===== src/nvs_consts.svh =====
// Purpose: constants of the nvm unlock and sector sequencer
// Assumes: 100 MHz system clock, 32-bit classic wishbone
// Notes:   offsets are byte addresses, one aligned word each
`ifndef NVS_CONSTS_SVH
`define NVS_CONSTS_SVH

// register byte offsets
`define NVS_OFS_CTRL 8'h00
`define NVS_OFS_LAUNCH 8'h04
`define NVS_OFS_KEY 8'h08
`define NVS_OFS_ADDR 8'h0C
`define NVS_OFS_DATA 8'h10
`define NVS_OFS_PROT 8'h14
`define NVS_OFS_STAT 8'h18

// memory_control_reg fields
`define NVS_CTL_EN 0
`define NVS_CTL_ERR 1
`define NVS_CTL_DONE 2
`define NVS_CTL_IE 3

// operation_launch_reg fields, one-hot
`define NVS_LB_WORD 0
`define NVS_LB_SECW 1
`define NVS_LB_SECE 2
`define NVS_LB_SECR 3

// key pairs
`define NVS_KEY_WORD1 8'h55
`define NVS_KEY_WORD2 8'hAA
`define NVS_KEY_SECW1 8'hDD
`define NVS_KEY_SECW2 8'h22
`define NVS_KEY_SECE1 8'hCC
`define NVS_KEY_SECE2 8'h33
`define NVS_KEY_SECR1 8'hBB
`define NVS_KEY_SECR2 8'h44

// address map, 22-bit byte addresses
`define NVS_PFM_LAST 22'h00FFFF
`define NVS_CFG_FIRST 22'h300000
`define NVS_CFG_LAST 22'h30000B
`define NVS_DFM_FIRST 22'h310000
`define NVS_DFM_LAST 22'h3103FF
`define NVS_SECTOR_MASK 22'h3FFF00

// reset values
`define NVS_PROT_RST 22'h000000

// timing
`define NVS_CLK_MHZ 100
`define NVS_ERASE_TIME_US 10000
`define NVS_SECW_TIME_US 10000
`define NVS_WORD_TIME_US 50
`define NVS_READ_TIME_NS 1000
`define NVS_ERASE_CYC (`NVS_ERASE_TIME_US * `NVS_CLK_MHZ)
`define NVS_SECW_CYC (`NVS_SECW_TIME_US * `NVS_CLK_MHZ)
`define NVS_WORD_CYC (`NVS_WORD_TIME_US * `NVS_CLK_MHZ)
`define NVS_READ_CYC ((`NVS_READ_TIME_NS * `NVS_CLK_MHZ) / 1000)
`define NVS_KEY_GAP_CYC 5'd8

`endif


===== src/nvs_pkg.sv =====
// Purpose: types of the nvm unlock and sector sequencer
// Assumes: nothing beyond the constants header
// Notes:   state codes are one-hot
package nvs_pkg;
  typedef enum logic [2:0] {
    NVS_KEY_IDLE = 3'b001,
    NVS_KEY_HALF = 3'b010,
    NVS_KEY_ARMED = 3'b100
  } nvs_key_e;

  typedef enum logic [1:0] {
    NVS_SEQ_IDLE = 2'b01,
    NVS_SEQ_BUSY = 2'b10
  } nvs_seq_e;

  typedef enum logic [1:0] {
    NVS_MEM_PFM = 2'b00,
    NVS_MEM_CFG = 2'b01,
    NVS_MEM_DFM = 2'b10,
    NVS_MEM_BAD = 2'b11
  } nvs_mem_e;
endpackage : nvs_pkg


===== src/nvs_nvm_sequencer.sv =====
// Purpose: unlock key checker and long-write sequencer for on-chip nvm
// Assumes: classic wishbone slave, one answer per request, 100 MHz
// Notes:   holding registers and table logic live outside this block
//
// Chosen here: the register addresses and the Wishbone slave port.
`timescale 1ns/1ps
`default_nettype none
`include "nvs_consts.svh"

////////////////////////////////////////////////////////////////////////
module nvs_nvm_sequencer
  import nvs_pkg::*;
#(
  parameter int ERASE_CYC = `NVS_ERASE_CYC,
  parameter int SECW_CYC = `NVS_SECW_CYC,
  parameter int WORD_CYC = `NVS_WORD_CYC
) (
  input wire logic sys_clk,
  input wire logic rstn,
  input wire logic wb_cyc_i,
  input wire logic wb_stb_i,
  input wire logic wb_we_i,
  input wire logic [7:0] wb_adr_i,
  input wire logic [3:0] wb_sel_i,
  input wire logic [31:0] wb_dat_i,
  output logic [31:0] wb_dat_o,
  output logic wb_ack_o,
  input wire logic cpuDisturb,
  input wire logic abortEvent,
  output logic cpuStall,
  output logic [3:0] memOpLaunch,
  output logic [21:0] memOpAddr,
  output logic [15:0] memOpData,
  output logic nvmIrq
);

  ////////////////////////////////////////////////////////////////////
  // helpers

  function automatic logic [3:0] keyFirstOp(input logic [7:0] k);
    logic [3:0] op;
    op = 4'h0;
    if (k == `NVS_KEY_WORD1) op[`NVS_LB_WORD] = 1'b1;
    else if (k == `NVS_KEY_SECW1) op[`NVS_LB_SECW] = 1'b1;
    else if (k == `NVS_KEY_SECE1) op[`NVS_LB_SECE] = 1'b1;
    else if (k == `NVS_KEY_SECR1) op[`NVS_LB_SECR] = 1'b1;
    return op;
  endfunction : keyFirstOp

  function automatic logic [7:0] keySecond(input logic [3:0] op);
    logic [7:0] k;
    k = 8'h00;
    case (op)
      4'h1: k = `NVS_KEY_WORD2;
      4'h2: k = `NVS_KEY_SECW2;
      4'h4: k = `NVS_KEY_SECE2;
      4'h8: k = `NVS_KEY_SECR2;
      default: k = 8'h00;
    endcase
    return k;
  endfunction : keySecond

  function automatic nvs_mem_e memKind(input logic [21:0] a);
    nvs_mem_e m;
    m = NVS_MEM_BAD;
    if (a <= `NVS_PFM_LAST) m = NVS_MEM_PFM;
    else if (a >= `NVS_CFG_FIRST && a <= `NVS_CFG_LAST) m = NVS_MEM_CFG;
    else if (a >= `NVS_DFM_FIRST && a <= `NVS_DFM_LAST) m = NVS_MEM_DFM;
    return m;
  endfunction : memKind

  function automatic logic [31:0] laneMerge(input logic [31:0] old, input logic [31:0] nw,
                                            input logic [3:0] sel);
    logic [31:0] r;
    r = old;
    for (int i = 0; i < 4; i++) begin
      if (sel[i]) r[i*8 +: 8] = nw[i*8 +: 8];
    end
    return r;
  endfunction : laneMerge

  ////////////////////////////////////////////////////////////////////
  // register state

  logic accessEnable_reg;
  logic errFlag_reg;
  logic doneFlag_reg;
  logic doneIe_reg;
  logic [21:0] targetAddr_reg;
  logic [15:0] wordData_reg;
  logic [21:0] protLimit_reg;
  nvs_key_e keyState_reg;
  logic [3:0] keyOp_reg;
  logic [4:0] gapCnt_reg;
  nvs_seq_e seqState_reg;
  logic [19:0] opCnt_reg;
  nvs_mem_e opKind_reg;

  logic req;
  logic wrStb;
  logic keyWr;
  logic launchWr;
  logic ctlWr;
  logic [3:0] launchBits;
  logic armedHit;
  logic opStart;
  logic startOk;
  logic startErr;
  logic opEnd;
  logic opAbort;
  logic gapOver;
  nvs_mem_e startKind;
  logic protHit;
  logic [31:0] readData;
  logic [19:0] startCnt;

  assign req = wb_cyc_i && wb_stb_i && !wb_ack_o;
  assign wrStb = req && wb_we_i;
  assign keyWr = wrStb && wb_adr_i == `NVS_OFS_KEY && wb_sel_i[0];
  assign launchWr = wrStb && wb_adr_i == `NVS_OFS_LAUNCH && wb_sel_i[0];
  assign ctlWr = wrStb && wb_adr_i == `NVS_OFS_CTRL && wb_sel_i[0];
  assign launchBits = wb_dat_i[3:0];
  assign gapOver = keyState_reg != NVS_KEY_IDLE && gapCnt_reg >= `NVS_KEY_GAP_CYC;

  // launch counts only as the step right after a valid key pair
  assign armedHit = launchWr && keyState_reg == NVS_KEY_ARMED && !gapOver && !cpuDisturb
                    && launchBits == keyOp_reg;
  assign opStart = armedHit && seqState_reg == NVS_SEQ_IDLE;
  assign startKind = memKind(targetAddr_reg);
  assign protHit = startKind == NVS_MEM_PFM && targetAddr_reg < protLimit_reg;

  always_comb begin
    startOk = 1'b0;
    if (opStart) begin
      if (keyOp_reg[`NVS_LB_WORD]) begin
        startOk = accessEnable_reg && startKind != NVS_MEM_BAD && !protHit;
      end else if (keyOp_reg[`NVS_LB_SECR]) begin
        startOk = startKind == NVS_MEM_PFM;
      end else begin
        // sector ops touch program flash only, never config or data flash
        startOk = accessEnable_reg && startKind == NVS_MEM_PFM && !protHit;
      end
    end
  end
  assign startErr = opStart && !startOk;

  always_comb begin
    startCnt = 20'(WORD_CYC - 1);
    if (keyOp_reg[`NVS_LB_SECE]) startCnt = 20'(ERASE_CYC - 1);
    else if (keyOp_reg[`NVS_LB_SECW]) startCnt = 20'(SECW_CYC - 1);
    else if (keyOp_reg[`NVS_LB_SECR]) startCnt = 20'(`NVS_READ_CYC - 1);
  end

  assign opAbort = seqState_reg == NVS_SEQ_BUSY && abortEvent;
  assign opEnd = seqState_reg == NVS_SEQ_BUSY && !abortEvent && opCnt_reg == 20'h00000;

  ////////////////////////////////////////////////////////////////////
  // unlock key checker

  always_ff @(posedge sys_clk or negedge rstn) begin
    if (!rstn) begin
      keyState_reg <= NVS_KEY_IDLE;
      keyOp_reg <= 4'h0;
      gapCnt_reg <= 5'd0;
    end else if (gapOver || cpuDisturb) begin
      // a late step means the cpu was held off; refuse the sequence
      keyState_reg <= NVS_KEY_IDLE;
      keyOp_reg <= 4'h0;
      gapCnt_reg <= 5'd0;
    end else if (keyWr) begin
      gapCnt_reg <= 5'd0;
      case (keyState_reg)
        NVS_KEY_IDLE: begin
          keyOp_reg <= keyFirstOp(wb_dat_i[7:0]);
          keyState_reg <= (keyFirstOp(wb_dat_i[7:0]) != 4'h0) ? NVS_KEY_HALF : NVS_KEY_IDLE;
        end
        NVS_KEY_HALF: begin
          keyState_reg <= (wb_dat_i[7:0] == keySecond(keyOp_reg)) ? NVS_KEY_ARMED : NVS_KEY_IDLE;
        end
        default: begin
          keyState_reg <= NVS_KEY_IDLE;
          keyOp_reg <= 4'h0;
        end
      endcase
    end else if (wrStb) begin
      // any other write, the launch included, ends the attempt
      keyState_reg <= NVS_KEY_IDLE;
      keyOp_reg <= 4'h0;
      gapCnt_reg <= 5'd0;
    end else if (keyState_reg != NVS_KEY_IDLE) begin
      gapCnt_reg <= gapCnt_reg + 5'd1;
    end
  end

  ////////////////////////////////////////////////////////////////////
  // operation sequencer

  always_ff @(posedge sys_clk or negedge rstn) begin
    if (!rstn) begin
      seqState_reg <= NVS_SEQ_IDLE;
      opCnt_reg <= 20'h00000;
      opKind_reg <= NVS_MEM_PFM;
      memOpLaunch <= 4'h0;
      memOpAddr <= 22'h000000;
      memOpData <= 16'h0000;
      cpuStall <= 1'b0;
    end else begin
      case (seqState_reg)
        NVS_SEQ_IDLE: begin
          if (startOk) begin
            seqState_reg <= NVS_SEQ_BUSY;
            opCnt_reg <= startCnt;
            opKind_reg <= startKind;
            memOpLaunch <= keyOp_reg;
            memOpData <= wordData_reg;
            memOpAddr <= keyOp_reg[`NVS_LB_WORD] ? targetAddr_reg
                                                 : (targetAddr_reg & `NVS_SECTOR_MASK);
            cpuStall <= startKind != NVS_MEM_DFM;
          end
        end
        NVS_SEQ_BUSY: begin
          if (opAbort || opEnd) begin
            seqState_reg <= NVS_SEQ_IDLE;
            memOpLaunch <= 4'h0;
            cpuStall <= 1'b0;
          end else begin
            opCnt_reg <= opCnt_reg - 20'h00001;
          end
        end
        default: begin
          seqState_reg <= NVS_SEQ_IDLE;
          memOpLaunch <= 4'h0;
          cpuStall <= 1'b0;
        end
      endcase
    end
  end

  ////////////////////////////////////////////////////////////////////
  // software registers

  // flags: hardware set wins over a software clear in the same cycle
  always_ff @(posedge sys_clk or negedge rstn) begin
    if (!rstn) begin
      accessEnable_reg <= 1'b0;
      doneIe_reg <= 1'b0;
      errFlag_reg <= 1'b0;
      doneFlag_reg <= 1'b0;
    end else begin
      if (ctlWr) begin
        accessEnable_reg <= wb_dat_i[`NVS_CTL_EN];
        doneIe_reg <= wb_dat_i[`NVS_CTL_IE];
      end
      if (startErr || opAbort) errFlag_reg <= 1'b1;
      else if (ctlWr && !wb_dat_i[`NVS_CTL_ERR]) errFlag_reg <= 1'b0;
      if (opEnd) doneFlag_reg <= 1'b1;
      else if (ctlWr && !wb_dat_i[`NVS_CTL_DONE]) doneFlag_reg <= 1'b0;
    end
  end

  // address and data freeze while busy so the array sees stable values
  always_ff @(posedge sys_clk or negedge rstn) begin
    if (!rstn) begin
      targetAddr_reg <= 22'h000000;
      wordData_reg <= 16'h0000;
      protLimit_reg <= `NVS_PROT_RST;
    end else if (wrStb && seqState_reg == NVS_SEQ_IDLE) begin
      if (wb_adr_i == `NVS_OFS_ADDR) begin
        targetAddr_reg <= 22'(laneMerge({10'h000, targetAddr_reg}, wb_dat_i, wb_sel_i));
      end else if (wb_adr_i == `NVS_OFS_DATA) begin
        wordData_reg <= 16'(laneMerge({16'h0000, wordData_reg}, wb_dat_i, wb_sel_i));
      end else if (wb_adr_i == `NVS_OFS_PROT) begin
        protLimit_reg <= 22'(laneMerge({10'h000, protLimit_reg}, wb_dat_i, wb_sel_i));
      end
    end
  end

  always_comb begin
    readData = 32'h00000000;
    if (wb_adr_i == `NVS_OFS_CTRL) begin
      readData = {28'h0000000, doneIe_reg, doneFlag_reg, errFlag_reg, accessEnable_reg};
    end else if (wb_adr_i == `NVS_OFS_LAUNCH) begin
      readData = {28'h0000000, memOpLaunch};
    end else if (wb_adr_i == `NVS_OFS_KEY) begin
      readData = 32'h00000000;
    end else if (wb_adr_i == `NVS_OFS_ADDR) begin
      readData = {10'h000, targetAddr_reg};
    end else if (wb_adr_i == `NVS_OFS_DATA) begin
      readData = {16'h0000, wordData_reg};
    end else if (wb_adr_i == `NVS_OFS_PROT) begin
      readData = {10'h000, protLimit_reg};
    end else if (wb_adr_i == `NVS_OFS_STAT) begin
      readData = {25'h0000000, seqState_reg, keyState_reg, opKind_reg};
    end
  end

  // every request is answered one cycle later, unmapped ones read zero
  always_ff @(posedge sys_clk or negedge rstn) begin
    if (!rstn) begin
      wb_ack_o <= 1'b0;
      wb_dat_o <= 32'h00000000;
    end else begin
      wb_ack_o <= req;
      if (req && !wb_we_i) wb_dat_o <= readData;
    end
  end

  always_ff @(posedge sys_clk or negedge rstn) begin
    if (!rstn) begin
      nvmIrq <= 1'b0;
    end else begin
      nvmIrq <= doneFlag_reg && doneIe_reg;
    end
  end
endmodule : nvs_nvm_sequencer
`default_nettype wire


===== config.mk =====
export PLATFORM = sky130hd
export DESIGN_NAME = nvs_nvm_sequencer
export DESIGN_NICKNAME = d
export VERILOG_FILES = /design/src/nvs_pkg.sv /design/src/nvs_nvm_sequencer.sv
export VERILOG_INCLUDE_DIRS = /design/src
export SDC_FILE = /design/constraint.sdc
export NUM_CORES = 1
export LEC_CHECK = 0
export ABC_AREA = 1
export BUFFER_PORTS_ARGS = -buffer_cell sky130_fd_sc_hd__buf_2
export CAP_MARGIN = 0
export CORE_UTILIZATION = 55
export CTS_CLUSTER_SIZE = 20
export DETAILED_ROUTE_END_ITERATION = 16
export PLACE_DENSITY = 0.77
export REMOVE_ABC_BUFFERS = 1
export SLEW_MARGIN = 20
export SYNTH_ARGS = -nofsm -noshare
export SYNTH_HDL_FRONTEND = slang
export SYNTH_SLANG_ARGS = --single-unit

===== constraint.sdc =====
create_clock -name sys_clk -period 2.5 [get_ports sys_clk]
set_input_delay 0.5 -clock sys_clk [delete_from_list [all_inputs] [get_ports sys_clk]]
set_output_delay 0.5 -clock sys_clk [all_outputs]
set_load 0.01 [all_outputs]

==> impl_results.md <==
- CP peak stage delay: 430 ps
- Layout cell share with drive strength beyond 1: 15.7%
- Total global-route track usage: 27.8%
- Clock H-tree levels: 4
- Top cells by count, synth: nand2_1 (341), dfrtp_1 (165), inv_1 (137)
- Switching share of total power: 23.4%
- Worst R2R Start: targetAddr_reg[9]
- Post-synth cell types: 44
- Pwr dens: 564 nW/µm²
- Hold-fix buffers at CTS: 0
- Max Slew Vio Count: 0
- Status: completed
- Crit path launch type: register
- Cell Area, Synth: 8630 µm²
- Detailed placement HPWL: 15300 µm
- DRC viols: 0
- Drt first pass iters: 8
- Core Region: 15300 µm²
- Yosys top cell by area: dfrtp_1
- # diodes: 0
- Longest Clk Path Bufs: 2
- Slew @ Worst Pin: 577 ps
- Global-route wire length before repair: 34800 µm
- Endpoint class of the critical path: register
- TritonCTS Buffers: 17
- DR vias/cell: 5.27
- Final core occ: 65.4%
- Worst Hold Class: in2async
- Worst-Skew Late Latency: 430 ps
- Iter 0 DRT Violations: 638
- Endpoints failing setup: 0
- Worst slew margin: 61.5%
- Arrival @ worst endpoint: 2650 ps
- Buffers on Ports: 106
- Sequential Power Share: 48.9%
- Clock Pin Slew Worst Setup and Hold Paths: 60 ps
- Slowest stage cell, crit path: dfrtp_1
- Post-synthesis sequential area ratio: 48.4%
- Root Driver: clkbuf_16
- Endpoints failing hold: 0
- VDD IR-drop max: 492 µV
- Leakage: 5.08 nW
- Final WS setup: 205 ps
- Worst-path cell chain: ha_1 > nand2_1 > inv_1 > nand2_1 > nand2_1 > nand2_1 > nand2_1 > nand2_1 > nand4_1 > nand3_1 > nand2_1 > nand2_2 > buf_12 > nand2_1 > o21ai_2
- Internal power: 0.00431 W
- Syn avg cell area: 7.87 µm²
- Skew final: 7.96 ps
- Max_cap viols: 0
- Vias in the first global route: 7061
- Post-synthesis async set-or-reset flop share: 100%
- Mapped Cells: 1097
- Largest cells by area after synthesis: dfrtp_1 (48%), nand2_1 (15%), o21ai_0 (7.2%), inv_1 (6.0%), nor2_1 (3.6%)
- Hold_ws: 16.2 ps
- Worst path bufs/invs: 2
- Fin nets: 1287
- Combinational Power Share: 5.1%
- Pre-CTS WS: 177 ps
- Die Y: 127 µm
- RSZ-0062 raised after global routing: no
- GP Congestion: 0.920
- Psw: 0.00132 W
- Initial antenna violation count: 0
- WP data required: 2860 ps
- Ys flop type: dfrtp_1
- Top-area cell type share of the netlist area: 47.8%
- Die Wd: 127 µm
- Final worst path period need: 2290 ps
- Number of synthesized flops with an enable pin: 0
- Fill cells: 1342
- CTS Sinks: 167
- WL final: 21400 µm
- CTS tree: built
- #FFs+latches synth: 167
- Total Die Area: 16200 µm²
- CP top delay family: simple AND/OR/NAND/NOR gates
- Detailed-route via count: 7568
- Max Clock Freq: 436 MHz
- Remaining antenna violation count: 0
- Setup CP Type: reg2reg
- Largest net degree at the start of global routing: 63
- Critical path origin: targetAddr_reg[9]
- Grt total ovfl: 0
- Area grow syn2layout: 15.6%
- Routed wire per std cell: 14.9 µm
- Count of synthesis-stage warnings from yosys: 0
- Design Power: 0.00563 W
- Top-count cell post-synth: nand2_1
- FP Rows: 45
- Most frequent CP cell: nand2_1
- Fin crit share: 91.8%
- Critical path fanouts, max: 62
- I/O pin cnt: 128
- Final Instance Area: 9980 µm²
- Initial Util: 56.6%
- Clock power share: 46.0%
- Placed instance area: 9400 µm²
[path summary, 6_finish.rpt]
check	to	slack [ps]	cells past startpoint
setup / recovery	memOpAddr[3]	210	15
hold / removal	memOpAddr[17]	20	1
setup reg to reg	memOpAddr[3]	210	15
hold reg to reg	memOpAddr[13]	470	2
max in group asynchronous	protLimit_reg[16]	1770	2
min in group sys_clk	doneFlag_reg	310	2
[placed cells by master, fill, tap and decap left out, types with 11 or more instances in the layout]
| cell | Yosys | final |
|---|---|---|
| nand2_1 | 341 | 341 |
| dfrtp_1 | 165 | 165 |
| inv_1 | 137 | 137 |
| o21ai_0 | 124 | 124 |
| buf_2 | 7 | 105 |
| nor2_1 | 83 | 83 |
| a21oi_1 | 35 | 35 |
| nand3_1 | 30 | 30 |
| ha_1 | 24 | 24 |
| o21ai_2 | 18 | 18 |
| buf_4 | 13 | 18 |
| clkbuf_16 | 0 | 17 |
| o22ai_1 | 14 | 14 |
| nor3_1 | 11 | 11 |
[layout make-up]
type                            count  area, µm²  area share (%)
Clock buffer                       20        447            4.48
Clock inverter                     11        125            1.25
Inverter                          143        539            5.41
Multi-Input combinational cell    755       3670            36.8
Sequential cell                   167       4180            41.9
Tap cell                          211        264            2.65
Timing Repair Buffer              128        752            7.54
[what timing repair did]
action                                  CTS  global route
setup buffers                             0             0
endpoints found under the setup margin    0            15
resized for setup                         0             1
[routing by layer]
layer,share of wire [%],vias to the layer above,global-route usage [%]
met5,0,-,0
met4,2.3,0,9.94
met3,6.3,35,5.82
met2,47,244,45.4
met1,44,3552,36.9
li1,-,3737,-
[power groups by stage]
stage                     clock network [W]  logic [W]  registers (W)
after floorplan                           0   0.000115        0.00280
after global placement                    0   0.000284        0.00280
after detailed placement                  0   0.000289        0.00280
after CTS                           0.00261   0.000291        0.00275
after global routing                0.00273   0.000327        0.00275
final                               0.00259   0.000288        0.00275
[through the flow]
stage / std cells / TNS [ps]
3_3_place_gp: 1404 / 0
2_1_floorplan: 1065 / -12330
6_report: 1435 / 0
3_5_place_dp: 1404 / 0
4_1_cts: 1435 / 0
5_1_grt: 1435 / 0
[cells by family (layout without fill, tap and decap cells)]
logic type	Yosys count	after routing	share of synthesized area [%]
AND/OR/NAND/NOR	487	487	22.7
XOR/XNOR	12	12	1.22
flip-flops	167	167	48.4
adder cells (fa/ha/maj)	24	24	3.48
AO/OA/AOI/OAI	222	222	14.6
other	1	10	0.0434
buffers and inverters	184	302	9.46
No activity file was read; power rests on OpenSTA's default activity.
